===== config.mk =====
export PLATFORM = sky130hd
export DESIGN_NAME = vwc_top
export DESIGN_NICKNAME = d
export VERILOG_FILES = /design/src/design/vwc_pkg.sv /design/src/design/vwc_top.sv
export SDC_FILE = /design/constraint.sdc
export NUM_CORES = 1
export LEC_CHECK = 0
export CAP_MARGIN = 20
export CORE_ASPECT_RATIO = 1.4
export CORE_UTILIZATION = 50
export CTS_BUF_LIST = sky130_fd_sc_hd__clkbuf_8
export DETAILED_ROUTE_END_ITERATION = 7
export DONT_BUFFER_PORTS = 1
export PLACE_DENSITY = 0.61
export SETUP_SLACK_MARGIN = 0.05
export SLEW_MARGIN = 20
export SYNTH_ARGS = -nofsm -noshare
export SYNTH_HDL_FRONTEND = slang
export SYNTH_SLANG_ARGS = --single-unit

===== constraint.sdc =====
create_clock -name clk -period 3.5 [get_ports clk]
set_input_delay 0.7 -clock clk [delete_from_list [all_inputs] [get_ports clk]]
set_output_delay 0.7 -clock clk [all_outputs]
set_load 0.01 [all_outputs]

===== src/design/vwc_pkg.sv =====
`default_nettype none

package vwc_pkg;

  // register indices on the indexed port
  localparam logic [7:0] IDX_VSTART_LO = 8'h37;  // vertical start low
  localparam logic [7:0] IDX_VEND_LO   = 8'h38;  // vertical end low
  localparam logic [7:0] IDX_VOVF      = 8'h39;  // vertical overflow
  localparam logic [7:0] IDX_ADDR_B0   = 8'h3A;  // start address byte 0
  localparam logic [7:0] IDX_ADDR_B1   = 8'h3B;  // start address byte 1
  localparam logic [7:0] IDX_ADDR_HI   = 8'h3C;  // start address high
  localparam logic [7:0] IDX_PITCH     = 8'h3D;  // line pitch
  localparam logic [7:0] IDX_MASTER    = 8'h3E;  // master control
  localparam logic [7:0] IDX_HVPATH    = 8'h3F;  // host video path control

  // writable masks (reserved bits read zero)
  localparam logic [7:0] MASK_VOVF   = 8'h0F;  // bits 3:0
  localparam logic [7:0] MASK_ADDRHI = 8'h37;  // bits 5,4,2:0
  localparam logic [7:0] MASK_HVPATH = 8'h5B;  // bits 6,4,3,1,0

  // field positions
  localparam int VOVF_VS_LSB  = 0;  // start bits 9:8
  localparam int VOVF_VE_LSB  = 2;  // end bits 9:8
  localparam int AHI_PITCH9   = 5;  // pitch bit 9
  localparam int AHI_THRESH   = 4;  // fifo threshold select
  localparam int MC_OCCLUDE   = 7;  // occlusion enable
  localparam int MC_BLANK     = 6;  // window blank
  localparam int MC_DIFFUSE   = 5;  // error diffusion
  localparam int MC_VZOOM     = 4;  // vertical zoom mode
  localparam int MC_FMT_LSB   = 1;  // format bits 3:1
  localparam int MC_ENABLE    = 0;  // master enable
  localparam int HV_VSYNC     = 7;  // vsync level
  localparam int HV_FIELD     = 6;  // field / polarity
  localparam int HV_ENC_LSB   = 3;  // encode bits 4:3
  localparam int HV_ERR       = 2;  // protocol error flag
  localparam int HV_CHECK     = 1;  // check enable
  localparam int HV_PAGE      = 0;  // page select

  // reset values
  localparam logic [7:0] RESET_REG    = 8'h00;  // all window registers
  localparam logic [7:0] RESET_HIDDEN = 8'h00;  // hidden palette mode

  // capture control value that enables capture
  localparam logic [1:0] CAPTURE_ON = 2'h3;

  // fifo thresholds (plain defaults)
  localparam logic [3:0] FIFO_THRESH_DEFAULT = 4'h8;  // default level
  localparam logic [3:0] FIFO_THRESH_SMALL   = 4'h4;  // reduced level

  // window formats
  typedef enum logic [2:0] {
    VWC_FMT_YUV_EX128  = 3'h0,
    VWC_FMT_CMP_EX128  = 3'h1,
    VWC_FMT_RESERVED   = 3'h2,
    VWC_FMT_CMP_RGB    = 3'h3,
    VWC_FMT_RGB555     = 3'h4,
    VWC_FMT_RGB565     = 3'h5,
    VWC_FMT_YUV_TWOS   = 3'h6,
    VWC_FMT_CMP_TWOS   = 3'h7
  } vwc_fmt_t;

  // encode source selection
  typedef enum logic [1:0] {
    VWC_ENC_OFF    = 2'h0,
    VWC_ENC_YUV422 = 2'h1,
    VWC_ENC_RGB555 = 2'h2
  } vwc_enc_t;

  // window enable state machine, one-hot
  typedef enum logic [2:0] {
    VWC_ST_OFF  = 3'h1,
    VWC_ST_ARM  = 3'h2,
    VWC_ST_ON   = 3'h4
  } vwc_state_t;

  // decoded controls for the display path
  typedef struct packed {
    logic     occlude;
    logic     blank;
    logic     diffuse;
    logic     zoom_replicate;
    vwc_fmt_t fmt;
    vwc_enc_t enc;
  } vwc_mode_t;

endpackage : vwc_pkg

`default_nettype wire


===== src/design/vwc_top.sv =====
`timescale 1ns/1ps
`default_nettype none

module vwc_top (
  input  wire logic        clk,              // 10 MHz clock
  input  wire logic        reset_n,          // async reset, active low
  input  wire logic [7:0]  reg_index,        // indexed port register index
  input  wire logic [7:0]  reg_wdata,        // write data
  input  wire logic        reg_wr,           // write strobe
  output logic      [7:0]  reg_rdata,        // read data, registered
  input  wire logic        hidden_wr,        // hidden palette mode write
  output logic      [7:0]  hidden_palette_mode, // hidden palette mode value
  input  wire logic        crt_vsync,        // display vsync level
  input  wire logic        line_end,         // end-of-scanline pulse
  input  wire logic [9:0]  scanline,         // current scanline number
  input  wire logic        pixel_key,        // per-pixel overlay key
  input  wire logic        pixel_in_rect,    // pixel inside window columns
  input  wire logic [1:0]  capture_control,  // capture control field
  input  wire logic        video_port_vsync_in, // video port vsync
  input  wire logic        video_field_in,   // raw odd/even field
  input  wire logic        addr_protocol_violation, // protocol error pulse
  output logic             win_active,       // window enabled
  output logic             win_line,         // scanline inside window
  output logic             overlay_pixel,    // show overlay at pixel
  output logic             force_black,      // window pixel forced black
  output logic      [18:0] win_addr,         // running window line address
  output logic      [3:0]  fifo_threshold,   // video fifo threshold
  output vwc_pkg::vwc_mode_t mode,           // decoded mode
  output logic             video_page_select, // address page bit
  output logic             field_out         // field after polarity
);

  ////////////////////////////////////////////////////////////////////////////
  // register storage

  logic [7:0] window_vertical_start_low;   // start low byte
  logic [7:0] window_vertical_end_low;     // end low byte
  logic [7:0] window_vertical_overflow;    // high bits
  logic [7:0] window_start_address_byte0; // address 7:0
  logic [7:0] window_start_address_byte1; // address 15:8
  logic [7:0] window_start_address_high;  // address 18:16, pitch 9, thresh
  logic [7:0] window_line_pitch;           // pitch 8:1
  logic [7:0] window_master_control;       // master control
  logic [7:0] host_video_path_control;     // writable part of path control
  logic       addr_protocol_error_flag;    // sticky error
  vwc_pkg::vwc_state_t state;              // enable state
  vwc_pkg::vwc_state_t next_state;         // next enable state
  logic       vsync_q;                     // vsync delayed for edge detect
  logic       vsync_rise;                  // leading vsync edge
  logic [9:0] win_vstart;                  // full vertical start
  logic [9:0] win_vend;                    // full vertical end
  logic [9:0] pitch;                       // full line pitch
  logic [18:0] start_addr;                 // full start address
  logic       check_enable;                // protocol checking on

  // software register writes
  always_ff @(posedge clk or negedge reset_n)
  begin
    if (!reset_n)
    begin
      window_vertical_start_low  <= vwc_pkg::RESET_REG;
      window_vertical_end_low    <= vwc_pkg::RESET_REG;
      window_vertical_overflow   <= vwc_pkg::RESET_REG;
      window_start_address_byte0 <= vwc_pkg::RESET_REG;
      window_start_address_byte1 <= vwc_pkg::RESET_REG;
      window_start_address_high  <= vwc_pkg::RESET_REG;
      window_line_pitch          <= vwc_pkg::RESET_REG;
      window_master_control      <= vwc_pkg::RESET_REG;
      host_video_path_control    <= vwc_pkg::RESET_REG;
    end
    else if (reg_wr)
    begin
      case (reg_index)
        vwc_pkg::IDX_VSTART_LO: window_vertical_start_low <= reg_wdata;
        vwc_pkg::IDX_VEND_LO:   window_vertical_end_low   <= reg_wdata;
        // reserved bits dropped
        vwc_pkg::IDX_VOVF:    window_vertical_overflow <= reg_wdata & vwc_pkg::MASK_VOVF;
        vwc_pkg::IDX_ADDR_B0: window_start_address_byte0 <= reg_wdata;
        vwc_pkg::IDX_ADDR_B1: window_start_address_byte1 <= reg_wdata;
        vwc_pkg::IDX_ADDR_HI: window_start_address_high <= reg_wdata & vwc_pkg::MASK_ADDRHI;
        vwc_pkg::IDX_PITCH:   window_line_pitch <= reg_wdata;
        vwc_pkg::IDX_MASTER:  window_master_control <= reg_wdata;
        vwc_pkg::IDX_HVPATH:  host_video_path_control <= reg_wdata & vwc_pkg::MASK_HVPATH;
        default:              ; // other indices belong elsewhere
      endcase
    end
  end

  // hidden palette mode register
  always_ff @(posedge clk or negedge reset_n)
  begin
    if (!reset_n)
      hidden_palette_mode <= vwc_pkg::RESET_HIDDEN;
    else if (hidden_wr)
      hidden_palette_mode <= reg_wdata;
  end

  ////////////////////////////////////////////////////////////////////////////
  // field assembly

  assign win_vstart = {window_vertical_overflow[vwc_pkg::VOVF_VS_LSB +: 2],
                       window_vertical_start_low};
  assign win_vend   = {window_vertical_overflow[vwc_pkg::VOVF_VE_LSB +: 2],
                       window_vertical_end_low};
  assign start_addr = {window_start_address_high[2:0], window_start_address_byte1,
                       window_start_address_byte0};
  assign pitch      = {window_start_address_high[vwc_pkg::AHI_PITCH9],
                       window_line_pitch, 1'b0};
  assign check_enable = host_video_path_control[vwc_pkg::HV_CHECK];

  ////////////////////////////////////////////////////////////////////////////
  // enable sequencing

  // vsync edge detector
  always_ff @(posedge clk or negedge reset_n)
  begin
    if (!reset_n)
      vsync_q <= 1'b0;
    else
      vsync_q <= crt_vsync;
  end

  assign vsync_rise = crt_vsync && !vsync_q;

  // next enable state
  always_comb
  begin
    next_state = state;
    case (state)
      vwc_pkg::VWC_ST_OFF:
      begin
        if (window_master_control[vwc_pkg::MC_ENABLE])
          next_state = vsync_rise ? vwc_pkg::VWC_ST_ON : vwc_pkg::VWC_ST_ARM;
      end
      vwc_pkg::VWC_ST_ARM:
      begin
        if (!window_master_control[vwc_pkg::MC_ENABLE])
          next_state = vwc_pkg::VWC_ST_OFF;
        else if (vsync_rise)
          next_state = vwc_pkg::VWC_ST_ON;
      end
      vwc_pkg::VWC_ST_ON:
      begin
        if (!window_master_control[vwc_pkg::MC_ENABLE])
          next_state = vwc_pkg::VWC_ST_OFF;
      end
      default: next_state = vwc_pkg::VWC_ST_OFF;
    endcase
  end

  // enable state register
  always_ff @(posedge clk or negedge reset_n)
  begin
    if (!reset_n)
      state <= vwc_pkg::VWC_ST_OFF;
    else
      state <= next_state;
  end

  // window on; drop at once when the enable bit clears
  assign win_active = (state == vwc_pkg::VWC_ST_ON) &&
                      window_master_control[vwc_pkg::MC_ENABLE];

  // off or armed stays dark until a leading vsync edge
  arm_wait_a: assert property (@(posedge clk) disable iff (!reset_n)
    (!win_active && !vsync_rise) |=> !win_active)
    else $error("window turned on while waiting for vsync");

  ////////////////////////////////////////////////////////////////////////////
  // vertical extent and line address

  // inclusive start and end scanlines
  assign win_line = win_active && (scanline >= win_vstart) && (scanline <= win_vend);

  // running address: start at top of window, step by pitch per window line
  always_ff @(posedge clk or negedge reset_n)
  begin
    if (!reset_n)
      win_addr <= 19'h00000;
    else if (!win_line)
      win_addr <= start_addr;
    else if (line_end)
      win_addr <= win_addr + {9'h000, pitch};
  end

  // outside the window the address sits at the start address
  addr_reload_a: assert property (@(posedge clk) disable iff (!reset_n)
    !win_line |=> win_addr == $past(start_addr))
    else $error("window address not reloaded");

  ////////////////////////////////////////////////////////////////////////////
  // pixel and mode controls

  // occlusion picks per-pixel key, else window rectangle
  assign overlay_pixel = win_line && (window_master_control[vwc_pkg::MC_OCCLUDE] ?
                         pixel_key : pixel_in_rect);
  assign force_black = overlay_pixel && window_master_control[vwc_pkg::MC_BLANK];

  // mode decode for the conversion path
  always_comb
  begin
    mode.occlude        = window_master_control[vwc_pkg::MC_OCCLUDE];
    mode.blank          = window_master_control[vwc_pkg::MC_BLANK];
    mode.diffuse        = window_master_control[vwc_pkg::MC_DIFFUSE];
    mode.zoom_replicate = window_master_control[vwc_pkg::MC_VZOOM];
    mode.fmt = vwc_pkg::vwc_fmt_t'(window_master_control[vwc_pkg::MC_FMT_LSB +: 3]);
    case (host_video_path_control[vwc_pkg::HV_ENC_LSB +: 2])
      2'h2:    mode.enc = vwc_pkg::VWC_ENC_YUV422;
      2'h3:    mode.enc = vwc_pkg::VWC_ENC_RGB555;
      default: mode.enc = vwc_pkg::VWC_ENC_OFF;
    endcase
  end

  // fifo threshold under capture
  always_ff @(posedge clk or negedge reset_n)
  begin
    if (!reset_n)
      fifo_threshold <= vwc_pkg::FIFO_THRESH_DEFAULT;
    else if (capture_control == vwc_pkg::CAPTURE_ON &&
             window_start_address_high[vwc_pkg::AHI_THRESH])
      fifo_threshold <= vwc_pkg::FIFO_THRESH_SMALL;
    else
      fifo_threshold <= vwc_pkg::FIFO_THRESH_DEFAULT;
  end

  // default level whenever the small level is not asked for
  thresh_dflt_a: assert property (@(posedge clk) disable iff (!reset_n)
    !(capture_control == vwc_pkg::CAPTURE_ON &&
      window_start_address_high[vwc_pkg::AHI_THRESH]) |=>
      fifo_threshold == vwc_pkg::FIFO_THRESH_DEFAULT)
    else $error("default threshold not selected");

  ////////////////////////////////////////////////////////////////////////////
  // host video path status

  // sticky error, set wins inside checking, cleared while checking off
  always_ff @(posedge clk or negedge reset_n)
  begin
    if (!reset_n)
      addr_protocol_error_flag <= 1'b0;
    else if (!check_enable)
      addr_protocol_error_flag <= 1'b0;
    else if (addr_protocol_violation)
      addr_protocol_error_flag <= 1'b1;
  end

  // field polarity and page bit
  always_ff @(posedge clk or negedge reset_n)
  begin
    if (!reset_n)
    begin
      field_out         <= 1'b0;
      video_page_select <= 1'b0;
    end
    else
    begin
      field_out         <= video_field_in ^ host_video_path_control[vwc_pkg::HV_FIELD];
      video_page_select <= host_video_path_control[vwc_pkg::HV_PAGE];
    end
  end

  // field output follows the raw field through the polarity bit
  field_pol_a: assert property (@(posedge clk) disable iff (!reset_n)
    $past(reset_n) |-> field_out ==
      ($past(video_field_in) ^ $past(host_video_path_control[vwc_pkg::HV_FIELD])))
    else $error("field output ignores polarity");

  ////////////////////////////////////////////////////////////////////////////
  // register read

  always_ff @(posedge clk or negedge reset_n)
  begin
    if (!reset_n)
      reg_rdata <= 8'h00;
    else
    begin
      case (reg_index)
        vwc_pkg::IDX_VSTART_LO: reg_rdata <= window_vertical_start_low;
        vwc_pkg::IDX_VEND_LO:   reg_rdata <= window_vertical_end_low;
        vwc_pkg::IDX_VOVF:      reg_rdata <= window_vertical_overflow;
        vwc_pkg::IDX_ADDR_B0:   reg_rdata <= window_start_address_byte0;
        vwc_pkg::IDX_ADDR_B1:   reg_rdata <= window_start_address_byte1;
        vwc_pkg::IDX_ADDR_HI:   reg_rdata <= window_start_address_high;
        vwc_pkg::IDX_PITCH:     reg_rdata <= window_line_pitch;
        vwc_pkg::IDX_MASTER:    reg_rdata <= window_master_control;
        vwc_pkg::IDX_HVPATH:
          reg_rdata <= {video_port_vsync_in, field_out, 1'b0,
                        host_video_path_control[4:3], addr_protocol_error_flag,
                        host_video_path_control[1:0]};
        default:                reg_rdata <= 8'h00;
      endcase
    end
  end

  ////////////////////////////////////////////////////////////////////////////
  // checks

  // enable only follows a vsync leading edge
  enable_at_vsync_a: assert property (@(posedge clk) disable iff (!reset_n)
    $rose(win_active) |-> $past(vsync_rise))
    else $error("window turned on without vsync edge");

  // disable takes effect at once and the state machine leaves on
  disable_now_a: assert property (@(posedge clk) disable iff (!reset_n)
    !window_master_control[vwc_pkg::MC_ENABLE] |->
      !win_active ##1 (state != vwc_pkg::VWC_ST_ON))
    else $error("window still on after disable");

  // window line bounds
  vert_bounds_a: assert property (@(posedge clk) disable iff (!reset_n)
    win_line |-> (scanline >= win_vstart && scanline <= win_vend))
    else $error("window line outside vertical bounds");

  vert_end_a: assert property (@(posedge clk) disable iff (!reset_n)
    (win_active && scanline == win_vend && win_vstart <= win_vend) |-> win_line)
    else $error("last scanline not in window");

  // pitch stepping
  pitch_step_a: assert property (@(posedge clk) disable iff (!reset_n)
    (win_line && line_end) ##1 win_line |->
      win_addr == 19'($past(win_addr) + {9'h000, $past(pitch)}))
    else $error("window address did not step by pitch");

  // a pitch step never moves the address low bit
  pitch_lsb_a: assert property (@(posedge clk) disable iff (!reset_n)
    (win_line && line_end) ##1 win_line |->
      win_addr[0] == $past(win_addr[0]) && pitch[9] == window_start_address_high[5])
    else $error("pitch low bit not zero");

  // error flag behaviour
  err_clear_a: assert property (@(posedge clk) disable iff (!reset_n)
    !check_enable |=> !addr_protocol_error_flag)
    else $error("error flag not cleared");

  err_sticky_a: assert property (@(posedge clk) disable iff (!reset_n)
    (addr_protocol_error_flag && check_enable) |=> addr_protocol_error_flag)
    else $error("error flag dropped while checking");

  err_set_a: assert property (@(posedge clk) disable iff (!reset_n)
    (check_enable && addr_protocol_violation) |=> addr_protocol_error_flag)
    else $error("error flag not set on violation");

  // blanking and threshold
  blank_black_a: assert property (@(posedge clk) disable iff (!reset_n)
    (overlay_pixel && window_master_control[6]) |-> force_black)
    else $error("window pixel not blanked");

  thresh_sel_a: assert property (@(posedge clk) disable iff (!reset_n)
    (capture_control == 2'h3 && window_start_address_high[4]) |=>
      fifo_threshold == vwc_pkg::FIFO_THRESH_SMALL)
    else $error("small threshold not selected");

endmodule : vwc_top

`default_nettype wire


==> summary.md <==
| Metric | Value |
|---|---|
| Num CTS Buffers | 9 |
| H-tree levels | 3 |
| Max-cap violation count | 0 |
| Reg2Reg Depth | 7 |
| DRT Pass-1 Iters | 4 |
| Slew @ Worst Pin | 0.955 ns |
| Crit path kind | register to output pin |
| Startpoint Class | register |
| Die Width | 92.2 µm |
| Largest net degree at the start of global routing | 80 |
| Total Nets Final | 533 |
| Routed wire per std cell | 22.2 µm |
| Fin. max-slew vios | 0 |
| CP arrival | 2.61 ns |
| Synth top area share | 45.7% |
| Starting density of the core | 51.9% |
| Pwr dens | 383 mW/mm² |
| Hold Vio Cnt, Final | 0 |
| Post-synth EDFFs | 0 |
| Post-Synth Simple-Gate Area | 7.38% |
| Setup slack, reg-to-reg | 0.65 ns |
| CTS Root Buffer Type | clkbuf_8 |
| Tcrit/Tclk final | 94.5% |
| CTS tree | yes |
| Worst-Skew Late Latency | 0.37 ns |
| Critical path endpoint | overlay_pixel |
| Leading area contributor after synthesis | dfrtp_1 |
| Initial antenna violation count | 0 |
| Synth Instances | 467 |
| Post-Route WL | 13.5 mm |
| Clock slew seen by the registers of the worst setup and hold paths | 0.09 ns |
| Area growth, synth to finish | 5.49% |
| Ys flop type | dfrtp_1 |
| Count of buffers from port buffering | 0 |
| Worst-path maximum fanout | 4 |
| Max-Slew Margin vs Limit | 36.1% |
| Total gr overflow | 0 |
| Die Y | 128 µm |
| Syn Area/Cell | 12.2 µm² |
| Fmax | 302 MHz |
| Reg2reg end | win_addr[10]$_DFFE_PN0P_ |
| Largest cells by area after synthesis | dfrtp_1 46%, mux2_2 15%, ha_1 6.4% |
| # diodes | 0 |
| Layout cells sized above 1 | 27.7% |
| DPL Wire Length | 10.1 mm |
| Critical path launch point | window_vertical_end_low[3]$_DFFE_PN0P_ |
| Die footprint | 0.0118 mm² |
| Synth Area in Compound Gates | 9.18% |
| Clk sinks | 106 |
| Initial DRC count | 195 |
| I/O pin count | 93 |
| RSZ-0062 raised after global routing | false |
| #FFs+latches synth | 106 |
| Non-Filler Instances | 610 |
| Via/cell ratio | 5.96 |
| FP Rows | 45 |
| Setup TNS | 0 ns |
| Worst Path Required | 2.80 ns |
| XOR/XNOR share of the synthesized area | 2.31% |
| Peak supply drop | 0.193 mV |
| First-pass GRT wire length | 20.8 mm |
| Most common cell in the synthesized netlist | dfrtp_1 |
| Synth Area in Adders | 6.72% |
| Synth cell count leaders | 104 x dfrtp_1, 78 x mux2_2, 29 x ha_1 |
| R2r startpoint | win_addr[2]$_DFFE_PN0P_ |
| YS warnings | 0 |
| Drt drc | 0 |
| Ys async rst share | 100% |
| Vias in the first global route | 3760 |
| Largest family of logic cells by synthesized area | multiplexers |
| Maximum buffer depth of the clock tree | 2 |
| Final setup fails | 0 |
| Crit path time final | 3.31 ns |
| CORE AREA | 0.0110 mm² |
| Placed Cells | 591 |
| Setup crit end kind | output pin |
| Synth unique cells | 51 |
| Routed via count | 3636 |
| Gpl congestion | 0.880 |
| Post-Syn Area | 0.00570 mm² |
| Status | complete, no violations |
| # fillers | 949 |
| LEAKAGE | 2.89 nW |
| Register area share after synthesis | 46.6% |
| Total GRT Usage | 23.8% |
| Worst min path class | input pin to asynchronous set/reset pin |
| Mux share of post-synthesis cell area | 23.2% |
| Post-route ant nets | 0 |
| Final Skew | 0.00697 ns |
sequential cells by signal, summed over array words and instances, names as in the netlist:
name and flops:
addr_protocol_error_flag 1, field_out 1, fifo_threshold 2, hidden_palette_mode 8, host_video_path_control 5, reg_rdata 8, state 3, video_page_select 1
vsync_q 1, win_addr 19, window_line_pitch 8, window_master_control 8, window_start_address_byte0 8, window_start_address_byte1 8, window_start_address_high 5, window_vertical_end_low 8
window_vertical_overflow 4, window_vertical_start_low 8
logic make-up (layout without fill, tap and decap cells):
kind of cell / count (synthesis) / count (layout)
adder cells (fa/ha/maj): 30 / 30
other: 1 / 2
buffers and inverters: 50 / 51
flip-flops: 106 / 106
AO/OA/AOI/OAI: 75 / 75
AND/OR/NAND/NOR: 81 / 81
multiplexers: 109 / 109
XOR/XNOR: 15 / 15
metal layers:
layer | wire length (µm) | share of wire (%) | vias up | global-route usage [%]
met2 | 6920 | 51 | 96 | 41.1
met3 | 577 | 4.3 | 21 | 3.74
li1 | - | - | 1681 | -
met5 | 0 | 0 | - | 0
met4 | 386 | 2.9 | 0 | 10.8
met1 | 5640 | 42 | 1838 | 29.2
repair_timing:
action,CTS,global route
hold endpoints to repair,28,19
buffers inserted,0,1
setup endpoints to repair,2,2
gates resized for setup,1,1
pin swaps,0,1
hold buffers,1,1
metrics by stage:
| step | setup slack, ns | hold slack, ns | power [mW] | utilization (%) | cell area, µm² |
|---|---|---|---|---|---|
| 5_1_grt | 0.0815 | 0.00283 | 2.40 | 54.7 | 6010 |
| 4_1_cts | 0.0847 | 0.00193 | 2.31 | 54.5 | 5990 |
| 3_5_place_dp | 0.135 | 0.396 | 1.56 | 52.5 | 5770 |
| 3_3_place_gp | 0.152 | 0.401 | 1.55 | 52.5 | 5770 |
| 6_report | 0.191 | 0.0210 | 2.30 | 54.7 | 6010 |
| 2_1_floorplan | 0.144 | 0.370 | 1.53 | - | 5710 |
area by class of cell:
cell class              count  area (µm²)  share of cell area [%]
repair buffers              9        82.6                    1.37
multi-input cells         312        2800                    46.7
flip-flops and latches    106        2660                    44.2
clock buffers               9         124                    2.06
clock inverters             7        70.1                    1.17
inverters                  26        97.6                    1.62
well taps                 141         176                    2.94
layout by cell type, fill, tap and decap left out, types with 9 or more instances in the layout:
cell type and instances:
a21oi_1 11, clkbuf_8 9, dfrtp_1 104, ha_1 29, inv_1 28, mux2_2 78, mux2_4 17, mux2i_1 10
nand2_1 12, nand3_1 9, nor2_1 24, o21ai_0 15
worst min path at each step:
stage	start	to	slack, ns	depth (start not counted)
6_report	reset_n	vsync_q$_DFF_PN0_	0.02	0
4_1_cts	reset_n	window_master_control[0]$_DFFE_PN0P_	0.002	0
3_3_place_gp	host_video_path_control[0]$_DFFE_PN0P_	video_page_select$_DFF_PN0_	0.40	0
3_5_place_dp	host_video_path_control[0]$_DFFE_PN0P_	video_page_select$_DFF_PN0_	0.40	0
5_1_grt	reset_n	vsync_q$_DFF_PN0_	0.003	0
2_1_floorplan	host_video_path_control[0]$_DFFE_PN0P_	video_page_select$_DFF_PN0_	0.37	0
critical path, cell delays in order, from the launching register on:
cell and delay [ns]:
dfrtp_1 0.39, inv_1 0.07, ha_1 0.29, a211o_1 0.27, o211ai_2 0.08, a31oi_1 0.10
o31a_1 0.24, or4b_4 0.55, nor2_1 0.13, buf_4 0.13
power breakdown:
part           leakage (nW)  switching (mW)  internal (mW)
logic                  1.35          0.0862          0.113
registers              1.44          0.0715           1.28
clock network        0.0989           0.417          0.331
total                  2.89           0.575           1.73
(Power assumes the default switching activity.)
